**src/rtl/sas_defines.vh**
```
// Constants for the converter sequencer: register offsets, fields, resets, timing.
// Assumes a 125 MHz system clock and an APB master with 32-bit data.
//
// Notes on behaviour
// - Every result delivered and stored is 12 bits wide.
// - Eight external channels are selected through the input multiplexer.
// - Single mode converts only the software-chosen channel.
// - Auto mode steps through the chosen channel set without software help.
// - Temperature and battery inputs are never part of auto mode.
// - Channels 0..3 raise an alert when a result passes its threshold.
// - Alert changes only after 1 to 8 consecutive confirming results.
// - DMA streams results; one interrupt when the programmed count is written.
// - Optional averaging over 1 to 256 samples per channel.
// - Each channel, temperature and battery included, has its own result register.
// - Conversion rate programmable from 10 kSPS up to 1.8 MSPS.
// - Software picks internal or external reference, internal 1.25 V or 2.50 V.
`ifndef SAS_DEFINES_VH
`define SAS_DEFINES_VH

// Register byte offsets
`define SAS_CTRL      8'h00
`define SAS_CHSEL     8'h04
`define SAS_RATE      8'h08
`define SAS_AVG       8'h0c
`define SAS_DMACNT    8'h10
`define SAS_ALCFG     8'h14
`define SAS_THR0      8'h18
`define SAS_STAT      8'h28
`define SAS_MASK      8'h2c
`define SAS_RES0      8'h30

// Control fields
`define SAS_C_EN      0
`define SAS_C_AUTO    1
`define SAS_C_DMA     2
`define SAS_C_AVG     3
`define SAS_C_REFEXT  4
`define SAS_C_REFHI   5
`define SAS_C_START   6

// Status fields
`define SAS_S_CONV    0
`define SAS_S_DMA     1
`define SAS_S_ALERT   2

// Channel codes beyond the eight external inputs
`define SAS_CH_TEMP   4'h8
`define SAS_CH_BATT   4'h9
`define SAS_NCH       10

// Reset values
`define SAS_CTRL_RST  6'h00
`define SAS_RATE_RST  14'h0046
`define SAS_ALCFG_RST 11'h000

// Timing: rates in samples per second, clock in Hz
`define SAS_CLK_HZ    125000000
`define SAS_MAX_SPS   1800000
`define SAS_MIN_SPS   10000
`define SAS_RATE_MIN  ((`SAS_CLK_HZ + `SAS_MAX_SPS - 1) / `SAS_MAX_SPS)
`define SAS_RATE_MAX  (`SAS_CLK_HZ / `SAS_MIN_SPS)
`define SAS_AVG_LMAX  4'h8

`endif

```
**src/rtl/sas_sequencer.v**
```verilog
// Sequencer and register file for a 12-bit SAR converter subsystem.
// Assumes the analog core pulses conv_done with conv_data one cycle or more after conv_start.
//
// The implementer's own choices: the APB slave port and the address map.
`default_nettype none
`include "sas_defines.vh"

module sas_sequencer (
    // Clock and reset
    input  wire        clk,
    input  wire        rst,
    // APB slave
    input  wire        psel,
    input  wire        penable,
    input  wire        pwrite,
    input  wire [7:0]  paddr,
    input  wire [31:0] pwdata,
    output reg  [31:0] prdata,
    output reg         pready,
    output reg         pslverr,
    // Converter core
    output reg         conv_start,
    output reg  [3:0]  conv_chan,
    output reg         ref_ext,
    output reg         ref_hi,
    input  wire        conv_done,
    input  wire [11:0] conv_data,
    // DMA channel
    output reg         dma_req,
    output reg  [15:0] dma_data,
    input  wire        dma_ack,
    // Interrupt
    output reg         irq
);

    localparam [2:0] ST_IDLE = 3'b001;
    localparam [2:0] ST_CONV = 3'b010;
    localparam [2:0] ST_WAIT = 3'b100;
    // Rate limits are computed as integers and cut to the 14-bit period field
    localparam integer RMIN_I = `SAS_RATE_MIN;
    localparam integer RMAX_I = `SAS_RATE_MAX;
    localparam [13:0] RMIN = RMIN_I[13:0];
    localparam [13:0] RMAX = RMAX_I[13:0];

    // First enabled channel at or above 'from', else lowest enabled
    // The second pass overrides the wrap choice, so ascending order wins when any
    // channel lies at or above the pointer; an empty mask yields channel 0 but is
    // never started because go requires a non-empty mask in auto mode.
    function [2:0] first_at;
        input [7:0] mask;
        input [2:0] from;
        integer i;
        begin
            first_at = 3'h0;
            for (i = 7; i >= 0; i = i - 1) begin
                if (mask[i]) begin
                    first_at = i[2:0];
                end
            end
            for (i = 7; i >= 0; i = i - 1) begin
                if (mask[i] && (i[2:0] >= from)) begin
                    first_at = i[2:0];
                end
            end
        end
    endfunction

    ////////////////////////////////////////////////////////////////////////////
    // Registers
    reg  [5:0]  ctrl_ff;
    reg  [3:0]  sel_ff;
    reg  [7:0]  amask_ff;
    reg  [13:0] rate_ff;
    reg  [3:0]  avgl_ff;
    reg  [15:0] dcnt_ff;
    reg  [10:0] alcfg_ff;
    reg  [11:0] thr_ff [0:3];
    reg  [11:0] res_ff [0:`SAS_NCH-1];
    reg  [5:0]  stat_ff;
    reg  [5:0]  mask_ff;
    reg         spend_ff;
    reg  [15:0] dleft_ff;

    // Sequencer state
    reg  [2:0]  st_ff;
    reg  [13:0] tmr_ff;
    reg  [2:0]  cur_ff;
    reg  [19:0] acc_ff;
    reg  [8:0]  smp_ff;
    reg  [3:0]  alst_ff;
    reg  [2:0]  hcnt_ff [0:3];

    wire        wr_en   = psel & ~penable & pwrite;
    wire        rd_en   = psel & ~penable & ~pwrite;
    wire        en      = ctrl_ff[`SAS_C_EN];
    wire        auto    = ctrl_ff[`SAS_C_AUTO];
    wire [7:0]  mask8   = amask_ff;
    wire [13:0] rate_c  = (rate_ff < RMIN) ? RMIN :
                          ((rate_ff > RMAX) ? RMAX : rate_ff);
    wire        tick    = (tmr_ff == 14'h0000);
    wire [3:0]  avgl_c  = (avgl_ff > `SAS_AVG_LMAX) ? `SAS_AVG_LMAX : avgl_ff;
    wire [8:0]  smp_tgt = ctrl_ff[`SAS_C_AVG] ? (9'h001 << avgl_c) : 9'h001;
    wire        go      = en & (auto ? (|mask8) : spend_ff);
    wire [2:0]  auto_ch = first_at(mask8, cur_ff);
    wire [3:0]  pick_ch = auto ? {1'b0, auto_ch} : sel_ff;

    // Completion of a result
    wire [19:0] acc_n   = acc_ff + {8'h00, conv_data};
    wire [8:0]  smp_n   = smp_ff + 9'h001;
    wire        fin     = (st_ff == ST_CONV) & conv_done & (smp_n == smp_tgt);
    wire [19:0] avg_sh  = acc_n >> avgl_c;
    wire [11:0] result  = ctrl_ff[`SAS_C_AVG] ? avg_sh[11:0] : conv_data;

    // Alert evaluation for the channel just finished
    wire [1:0]  ach     = conv_chan[1:0];
    wire        al_on   = fin & (conv_chan[3:2] == 2'b00) & alcfg_ff[ach];
    wire        above   = alcfg_ff[4 + ach];
    wire        cond    = above ? (result > thr_ff[ach]) : (result < thr_ff[ach]);
    wire        flip    = al_on & (cond != alst_ff[ach]) &
                          (hcnt_ff[ach] >= alcfg_ff[10:8]);

    // DMA push and done
    wire        dpush   = fin & ctrl_ff[`SAS_C_DMA] & (dleft_ff != 16'h0000);
    wire        dtake   = dma_req & dma_ack;
    wire        ddone   = dtake & (dleft_ff == 16'h0001);

    // Status set and clear; set wins
    // A clear written in the same cycle as a new event leaves the bit set, so
    // software never loses an event that lands during its own acknowledge.
    reg  [5:0]  sset;
    wire [5:0]  sclr    = (wr_en && paddr == `SAS_STAT) ? pwdata[5:0] : 6'h00;
    wire [5:0]  nxt_stat = (stat_ff & ~sclr) | sset;

    always @* begin
        sset = 6'h00;
        sset[`SAS_S_CONV] = fin;
        sset[`SAS_S_DMA]  = ddone;
        if (flip && !alst_ff[ach]) begin
            sset[`SAS_S_ALERT + ach] = 1'b1;
        end
    end

    ////////////////////////////////////////////////////////////////////////////
    // APB write side
    integer k;
    always @(posedge clk or posedge rst) begin
        if (rst) begin
            ctrl_ff  <= `SAS_CTRL_RST;
            sel_ff   <= 4'h0;
            amask_ff <= 8'h00;
            rate_ff  <= `SAS_RATE_RST;
            avgl_ff  <= 4'h0;
            dcnt_ff  <= 16'h0000;
            alcfg_ff <= `SAS_ALCFG_RST;
            mask_ff  <= 6'h00;
            stat_ff  <= 6'h00;
            spend_ff <= 1'b0;
            dleft_ff <= 16'h0000;
            for (k = 0; k < 4; k = k + 1) begin
                thr_ff[k] <= 12'h000;
            end
        end else begin
            stat_ff <= nxt_stat;
            if (fin && !auto) begin
                spend_ff <= 1'b0;
            end
            if (dtake) begin
                dleft_ff <= dleft_ff - 16'h0001;
            end
            if (wr_en) begin
                case (paddr)
                    `SAS_CTRL: begin
                        ctrl_ff <= pwdata[5:0];
                        if (pwdata[`SAS_C_START]) begin
                            spend_ff <= 1'b1;
                        end
                    end
                    `SAS_CHSEL: begin
                        // Codes above battery fold onto battery
                        sel_ff   <= (pwdata[3:0] > `SAS_CH_BATT) ? `SAS_CH_BATT : pwdata[3:0];
                        amask_ff <= pwdata[15:8];
                    end
                    `SAS_RATE:   rate_ff  <= pwdata[13:0];
                    `SAS_AVG:    avgl_ff  <= pwdata[3:0];
                    `SAS_DMACNT: begin
                        dcnt_ff  <= pwdata[15:0];
                        dleft_ff <= pwdata[15:0];
                    end
                    `SAS_ALCFG:  alcfg_ff <= pwdata[10:0];
                    `SAS_MASK:   mask_ff  <= pwdata[5:0];
                    8'h18, 8'h1c, 8'h20, 8'h24: thr_ff[paddr[3:2] - 2'b10] <= pwdata[11:0];
                    default: ;
                endcase
            end
        end
    end

    ////////////////////////////////////////////////////////////////////////////
    // APB read side: data prepared in setup, presented in access
    reg  [31:0] rd_val;
    reg         rd_err;
    wire [7:0]  roff = paddr - `SAS_RES0;
    always @* begin
        rd_val = 32'h0000_0000;
        rd_err = 1'b0;
        case (paddr)
            `SAS_CTRL:   rd_val = {26'h0, ctrl_ff};
            `SAS_CHSEL:  rd_val = {16'h0, amask_ff, 4'h0, sel_ff};
            `SAS_RATE:   rd_val = {18'h0, rate_ff};
            `SAS_AVG:    rd_val = {28'h0, avgl_ff};
            `SAS_DMACNT: rd_val = {dleft_ff, dcnt_ff};
            `SAS_ALCFG:  rd_val = {17'h0, alst_ff, alcfg_ff};
            `SAS_STAT:   rd_val = {26'h0, stat_ff};
            `SAS_MASK:   rd_val = {26'h0, mask_ff};
            8'h18, 8'h1c, 8'h20, 8'h24: rd_val = {20'h0, thr_ff[paddr[3:2] - 2'b10]};
            default: begin
                if (paddr >= `SAS_RES0 && roff[7:2] < `SAS_NCH && paddr[1:0] == 2'b00) begin
                    rd_val = {20'h0, res_ff[roff[5:2]]};
                end else begin
                    rd_err = 1'b1;
                end
            end
        endcase
    end

    always @(posedge clk or posedge rst) begin
        if (rst) begin
            prdata  <= 32'h0000_0000;
            pready  <= 1'b0;
            pslverr <= 1'b0;
            irq     <= 1'b0;
            ref_ext <= 1'b0;
            ref_hi  <= 1'b0;
        end else begin
            pready  <= 1'b1;
            if (psel && !penable) begin
                prdata  <= rd_en ? rd_val : 32'h0000_0000;
                // Unmapped writes are silently dropped, only reads report an error
                pslverr <= rd_en & rd_err;
            end
            irq     <= |(nxt_stat & mask_ff);
            ref_ext <= ctrl_ff[`SAS_C_REFEXT];
            ref_hi  <= ctrl_ff[`SAS_C_REFHI];
        end
    end

    ////////////////////////////////////////////////////////////////////////////
    // Sequencer
    // One conversion is in flight at a time: the core answers whenever it is
    // ready and the sequencer simply waits, so a slow core lowers the real rate
    // below the programmed one rather than overlapping conversions.
    integer m;
    always @(posedge clk or posedge rst) begin
        if (rst) begin
            st_ff      <= ST_IDLE;
            tmr_ff     <= 14'h0000;
            cur_ff     <= 3'h0;
            acc_ff     <= 20'h00000;
            smp_ff     <= 9'h000;
            conv_start <= 1'b0;
            conv_chan  <= 4'h0;
            dma_req    <= 1'b0;
            dma_data   <= 16'h0000;
            alst_ff    <= 4'h0;
            for (m = 0; m < `SAS_NCH; m = m + 1) begin
                res_ff[m] <= 12'h000;
            end
            for (m = 0; m < 4; m = m + 1) begin
                hcnt_ff[m] <= 3'h0;
            end
        end else begin
            conv_start <= 1'b0;
            // Sample clock runs only while enabled, so a start lines up with the period
            if (!en || tick) begin
                tmr_ff <= rate_c - 14'h0001;
            end else begin
                tmr_ff <= tmr_ff - 14'h0001;
            end
            if (dtake) begin
                dma_req <= 1'b0;
            end
            case (st_ff)
                ST_IDLE: begin
                    // A pending DMA word stalls the next start rather than overwrite it
                    if (go && tick && !dma_req) begin
                        conv_start <= 1'b1;
                        conv_chan  <= pick_ch;
                        if (auto) begin
                            cur_ff <= auto_ch;
                        end
                        st_ff <= ST_CONV;
                    end
                end
                ST_CONV: begin
                    if (conv_done) begin
                        if (fin) begin
                            acc_ff <= 20'h00000;
                            smp_ff <= 9'h000;
                            res_ff[conv_chan] <= result;
                            cur_ff <= cur_ff + 3'h1;
                            if (dpush) begin
                                dma_req  <= 1'b1;
                                dma_data <= {conv_chan, result};
                            end
                        end else begin
                            acc_ff <= acc_n;
                            smp_ff <= smp_n;
                        end
                        st_ff <= ST_WAIT;
                    end
                end
                ST_WAIT: begin
                    st_ff <= ST_IDLE;
                end
                default: st_ff <= ST_IDLE;
            endcase
            // Hysteresis: a disagreeing result only counts; the state flips once
            // the count has reached the programmed depth, agreeing results reset it.
            if (al_on) begin
                if (flip) begin
                    alst_ff[ach] <= cond;
                    hcnt_ff[ach] <= 3'h0;
                end else if (cond != alst_ff[ach]) begin
                    hcnt_ff[ach] <= hcnt_ff[ach] + 3'h1;
                end else begin
                    hcnt_ff[ach] <= 3'h0;
                end
            end
        end
    end

endmodule // sas_sequencer
`default_nettype wire

```
**config.mk**
```make
export PLATFORM = sky130hd
export DESIGN_NAME = sas_sequencer
export DESIGN_NICKNAME = d
export VERILOG_FILES = /design/src/rtl/sas_sequencer.v
export VERILOG_INCLUDE_DIRS = /design/src /design/src/rtl
export SDC_FILE = /design/constraint.sdc
export NUM_CORES = 1
export LEC_CHECK = 0
export BUFFER_PORTS_ARGS = -buffer_cell sky130_fd_sc_hd__buf_2
export CAP_MARGIN = 15
export CORE_MARGIN = 1
export CORE_UTILIZATION = 55
export CTS_BUF_LIST = sky130_fd_sc_hd__clkbuf_8
export CTS_CLUSTER_DIAMETER = 120
export CTS_CLUSTER_SIZE = 40
export DETAILED_ROUTE_END_ITERATION = 7
export HOLD_SLACK_MARGIN = 0.08
export PLACE_DENSITY = 0.69
export SYNTH_ARGS = -nofsm -noshare
export SYNTH_HDL_FRONTEND = slang
export SYNTH_SLANG_ARGS = --single-unit
```
**constraint.sdc**
```tcl
create_clock -name clk -period 23.2 [get_ports clk]
set_input_delay 3.48 -clock clk [delete_from_list [all_inputs] [get_ports clk]]
set_output_delay 3.48 -clock clk [all_outputs]
set_load 0.01 [all_outputs]
```
== Yosys cells after proc, flatten, opt, wreduce, memory -nomap -nowiden ==
Cells that the tools add are included.
Storage, ports and cells
  logic and storage cells: 279
  input port bits: 59
  bits in registers: 384
  output and inout port bits: 59
Cells by class
  eq/ne operators: 20
  add/subtract/negate cells: 11
  reduce and logical (&&, ||, !) cells: 52
  order comparisons: 30
  shifts and indexed selects: 2
  bitwise logic cells: 28
  mux-type cells: 91
Operators with widths (number)
  32-bit one-hot mux with 9 select lines: 1
  12-bit two-way mux: 12
  120-bit bitwise mux: 1
  3-bit two-way mux: 25
  12-bit binary-select mux with 2-bit select: 2
  12-bit binary-select mux with 4-bit select: 1
  48-bit bitwise mux: 1
  12-bit demux with 4-bit select: 1
  16-bit two-way mux: 3
  14-bit two-way mux: 3
  8-bit by 5-bit == test with 1-bit output (second input constant): 4
  8-bit by 6-bit == test with 1-bit output (second input constant): 4
  32-bit two-way mux: 1
  14-bit by 1-bit subtractor with 14-bit output (second input constant): 2
  12-bit demux with 2-bit select: 1
  2-bit AND reduction: 12
  1-bit logical AND: 21
  20-bit by 12-bit adder with 20-bit output: 1
  1-bit two-way mux: 20
  20-bit two-way mux: 1
  20-bit by 4-bit >> shifter with 12-bit output: 1
  9-bit two-way mux: 2
  16-bit by 1-bit == test with 1-bit output (second input constant): 1
  8-bit by 4-bit == test with 1-bit output (second input constant): 2
  70 further kinds: 111

== Depth between registers and ports, before layout ==
  depth after elaboration: 19
  gate-level depth with buffers: 21
  depth with buffers taken out: 19

== Least setup slack after synthesis ==
OpenSTA, ideal clock, no wires.
  kind: input to register
  from: in conv_data[0]
  to: reg hcnt_ff[5] (netlist name)
  setup slack: 15.032 ns
  cell stages on the path: 19
  data required time: 23.104 ns
  data arrival time: 8.072 ns
  buffers on the path: 2
  setup time: 0.096 ns
  path through: ha_1 -> fa_1 -> a211oi_1 -> o21a_1 -> a211o_2 -> a21boi_0 -> xor2_1 -> a221o_1 -> o41ai_1 -> buf_2 -> inv_1 -> ha_1 -> nand4_1 -> or2_2 -> a311o_1 -> a21oi_1 -> o21bai_1 -> buf_2 -> o31ai_1
On the way
  cells in the longest elaborated chain, start to end: 9
  elaborated cells on any way between the ends: 11
  classes of those cells: add/sub: 1; order compare: 2; eq/ne: 1; shift: 1; mux: 4; bitwise: 2
Ends and longest elaborated chain
  start: declaration: line sas_sequencer.v:27  | input wire [11:0] conv_data,
  20-bit by 12-bit adder with 20-bit output (*): line sas_sequencer.v:108  | wire [19:0] acc_n = acc_ff + {8'h00, conv_data};
  20-bit by 4-bit >> shifter with 12-bit output (*): line sas_sequencer.v:111  | wire [19:0] avg_sh = acc_n >> avgl_c;
  12-bit two-way mux (*): line sas_sequencer.v:112  | wire [11:0] result = ctrl_ff[`SAS_C_AVG] ? avg_sh[11:0] : conv_data;
  via result[10]: line sas_sequencer.v:112
  12-bit less-than comparator / 12-bit > comparator (equally long branches): line sas_sequencer.v:118  | wire cond = above ? (result > thr_ff[ach]) : (result < thr_ff[ach]);
  1-bit two-way mux (*): line sas_sequencer.v:118
  1-bit inequality test (*): line sas_sequencer.v:119, sas_sequencer.v:323
  1-bit bitwise AND (2 in series): line sas_sequencer.v:119  | wire flip = al_on & (cond != alst_ff[ach]) &
  12-bit two-way mux (*): line sas_sequencer.v:320  | if (flip) begin
  end signal: indexed assignment: line sas_sequencer.v:324  | hcnt_ff[ach] <= hcnt_ff[ach] + 3'h1;
  end: declaration: line sas_sequencer.v:91  | reg [2:0] hcnt_ff [0:3];
Mark *: on every way through the listed nets, which the timed path passes. The rest lies on a longest branch.
A chain may end at the register's enable or synchronous reset.

== Worst setup path in the final report ==
Same ends and word-level chain as after synthesis.

==> results.rst <==
.. list-table::
   :header-rows: 1

   * - Metric
     - Value
   * - Share of post-route cells with drive strength above 1
     - around 19%
   * - # Max-Cap Violations
     - 0
   * - Final global-route overflow total
     - 0
   * - Leakage power of the design
     - 0.0104 uW
   * - Proportion of register bits with asynchronous set or reset after synthesis
     - 100%
   * - Final critical-path required period
     - 8.71 ns
   * - Clock Sink Count
     - approximately 380
   * - Multi-input logic area
     - 0.0108 sq mm
   * - Fmax
     - approximately 110 MHz
   * - Die Y
     - 199 um
   * - Maximum count of clock buffers along a single path
     - 3
   * - CP Launch Type
     - primary input
   * - Final weighted congestion in routability-driven placement
     - ~0.96
   * - Post-route DRC
     - 0
   * - Most used cells in the layout excluding fill and tap cells
     - dfrtp_1, nand2_1, o21ai_0
   * - Ys flop type
     - dfrtp_1
   * - Setup TNS
     - 0 ns
   * - Layout Skew
     - 0.0669 ns
   * - Number of nets in the synthesized netlist
     - roughly 2200
   * - Synthesis Warnings
     - 0
   * - Std cell rows
     - 71
   * - Count of input and output buffers
     - 101
   * - Number of synthesized flops with an enable pin
     - 0
   * - Initial core utilization
     - a little under three fifths
   * - HPWL Detailed
     - approximately 44 mm
   * - Worst-skew pair later-pin latency
     - 0.64 ns
   * - Portion of the post-synthesis area used by sequential elements
     - a little under half
   * - Cell family contributing the most delay on the critical path
     - compound AO/OA/AOI/OAI gates
   * - Overall routing resource usage
     - a little under a third
   * - Number of buffer and inverter instances along the worst setup path
     - 2
   * - Worst-path clk slew
     - 0.22 ns
   * - PnR Total Power
     - around 1100 uW
   * - Maximum cell stage delay along the critical path
     - between 0.7 and 0.8 ns
   * - Final net count
     - between 2000 and 2500
   * - Vias after detailed routing
     - ~17000
   * - Post-synthesis instance area
     - 0.0213 sq mm
   * - Number of violations reported at the end of detailed-routing iteration 0
     - between 1500 and 2000
   * - Crit. End Element
     - flip-flop
   * - TritonCTS clock tree
     - done
   * - Die Footprint
     - 0.0395 sq mm
   * - Dpl ws
     - approximately 14 ns
   * - Number of register bits inferred by synthesis
     - 384
   * - Cell chain of the critical path
     - buf_2 > ha_1 > fa_1 > a211oi_1 > o21a_1 > a211o_1 > nand4_1 > and3_1 > o311ai_0 > inv_1 > a21boi_0 > ha_1 > a21oi_1 > or2_2 > a311o_1 > and3_1 > o21bai_1 > o31ai_1
   * - Period Utilization, post-route
     - 37.5%
   * - Initial antenna violation count
     - 3
   * - Floorplan Core Area
     - 0.0378 sq mm
   * - Final wirelength
     - 61.5 mm
   * - Routed WL per cell
     - 23.7 um
   * - Total power density per cell area
     - between 40 and 50 mW/mm^2
   * - Maximum ir drop on the vdd rail
     - about 0.061 mV
   * - Hold Fails Final Rpt
     - 0
   * - TritonCTS Buffers
     - 14
   * - Hold slack
     - ~0.50 ns
   * - Wire length of the first global-routing pass
     - between 90 and 100 mm
   * - Ports
     - approximately 120
   * - Detail-routed via count per cell
     - between 6 and 7
   * - Relative slew slack
     - approximately a fifth
   * - Number of detailed-routing iterations run before antenna repair
     - 7
   * - RSZ-0062 raised after global routing
     - false
   * - Cell type of the slowest stage on the worst timing path
     - o21bai_1
   * - Data required time of the worst path
     - around 24 ns
   * - Area taken by flip-flops and latches
     - 0.00962 sq mm
   * - Number of pins with negative max-slew slack in the final report
     - 0
   * - Hold buffer count at cts
     - 0
   * - Setup Crit Path Kind
     - primary input to flip-flop
   * - Area delta synth->final
     - 5.45%
   * - Leading cell type in the layout, fill and taps excluded
     - dfrtp_1
   * - Pin count of the biggest net entering global routing
     - slightly below 90
   * - Level count of the clock H-tree
     - 1
   * - Post-CTS Setup Repair Bufs
     - 0
   * - Number of global-route vias before repair
     - 16638
   * - Instance count of the mapped netlist
     - around 2100
   * - Netlist cell types
     - 90
   * - Width of the chip
     - ~200 um
   * - Maximum fanout along the worst path
     - 12
   * - Pin slew with the least headroom to its limit
     - 1.21 ns
   * - Class of the tightest hold or removal check
     - flip-flop to flip-flop
   * - Setup violations, final
     - 0
   * - Final setup margin
     - between 10 and 15 ns
   * - Number of gates resized after CTS
     - 0
   * - Detail Route Antenna Nets
     - 0
   * - Fill cell instance count of the final layout
     - about 3300
   * - Arrival @ worst endpoint
     - between 9 and 10 ns
   * - Status
     - complete, no violations
   * - Average cell area after synthesis
     - a little over 10 sq um
   * - Root buf cell
     - clkbuf_8
## layer usage
metal  track usage [%]  part of all wire, %  up-vias
li1                  -                    -     7628
met1              45.9                   43     8606
met2              48.4                   46      675
met3              5.53                  7.7      108
met4              11.1                  3.5        2
met5                 0                0.021        -
## final timing paths
kind	from	end	slack, ns	depth (start not counted)
min reg2reg	dma_data[13]	dma_data[13]	0.50	2
max reg2reg	acc_ff[0]	hcnt_ff[5]	17.10	17
min	dma_data[13]	dma_data[13]	0.50	2
max in group asynchronous	rst	thr_ff[21]	17.02	5
max	conv_data[0]	hcnt_ff[5]	14.49	18
min in group asynchronous	rst	acc_ff[19]	2.90	2
## registers in the layout, summed over array words and instances (netlist names), 9 cells and up
signal / count
res_ff: 120
prdata: 32
dma_data: 16
tmr_ff: 14
smp_ff: 9
acc_ff: 20
hcnt_ff: 12
rate_ff: 14
dcnt_ff: 16
dleft_ff: 16
alcfg_ff: 11
thr_ff: 48
## tightest hold or removal path, stage by stage, from the launching register on
cell     delay, ns
dfrtp_1       0.39
nand2_1       0.05
nand2_1       0.05
## where the power goes
group	total [uW]	internal, uW	switching (uW)
registers	688	679	9.11
clock network	278	65.9	212
logic	137	44.4	92.7
total	1100	789	314
## cell usage after synthesis, types with 20 or more instances
cell	number	area, sq um
a211oi_1	21	158
a21oi_1	67	335
a22o_1	35	307
a22oi_1	30	225
buf_2	23	115
clkbuf_1	90	338
dfrtp_1	380	9510
ha_1	40	500
inv_1	74	278
mux2_2	139	1570
mux2i_1	34	340
mux4_2	59	1330
nand2_1	272	1020
nand3_1	43	215
nor2_1	99	372
nor3_1	25	125
o211ai_1	20	150
o21ai_0	141	706
o31ai_1	40	300
xnor2_1	27	236
## final cells by class
type / instances / share of cell area (%)
Timing Repair Buffer: 136 / 3.44
Clock inverter: 7 / 0.335
Tap cell: 511 / 2.85
Inverter: 75 / 1.29
Multi-Input combinational cell: 1463 / 48.3
Clock buffer: 15 / 0.921
Sequential cell: 384 / 42.9
Antenna cell: 2 / 0.0223
## cells by family after synthesis
logic type | Yosys count | synth area share, %
xor gates and xnor gates | 45 | 1.85
buffers and inverters | 211 | 3.98
muxes | 236 | 15.4
DFF | 384 | 45.2
AOI/OAI and AO/OA | 517 | 16.7
other | 1 | 0.0176
adders and majority gates | 41 | 2.45
and+or+nand+nor | 623 | 14.4
## metrics by stage
stage | util, % | cell area [sq um] | instances
floorplan | - | 21300 | 2058
global placement | 58.5 | 22100 | 2569
detailed placement | 58.5 | 22100 | 2569
CTS | 59.2 | 22400 | 2591
global route | 59.3 | 22400 | 2592
finish | 59.3 | 22400 | 2593
Note: power is estimated with default switching activity, not from simulation.
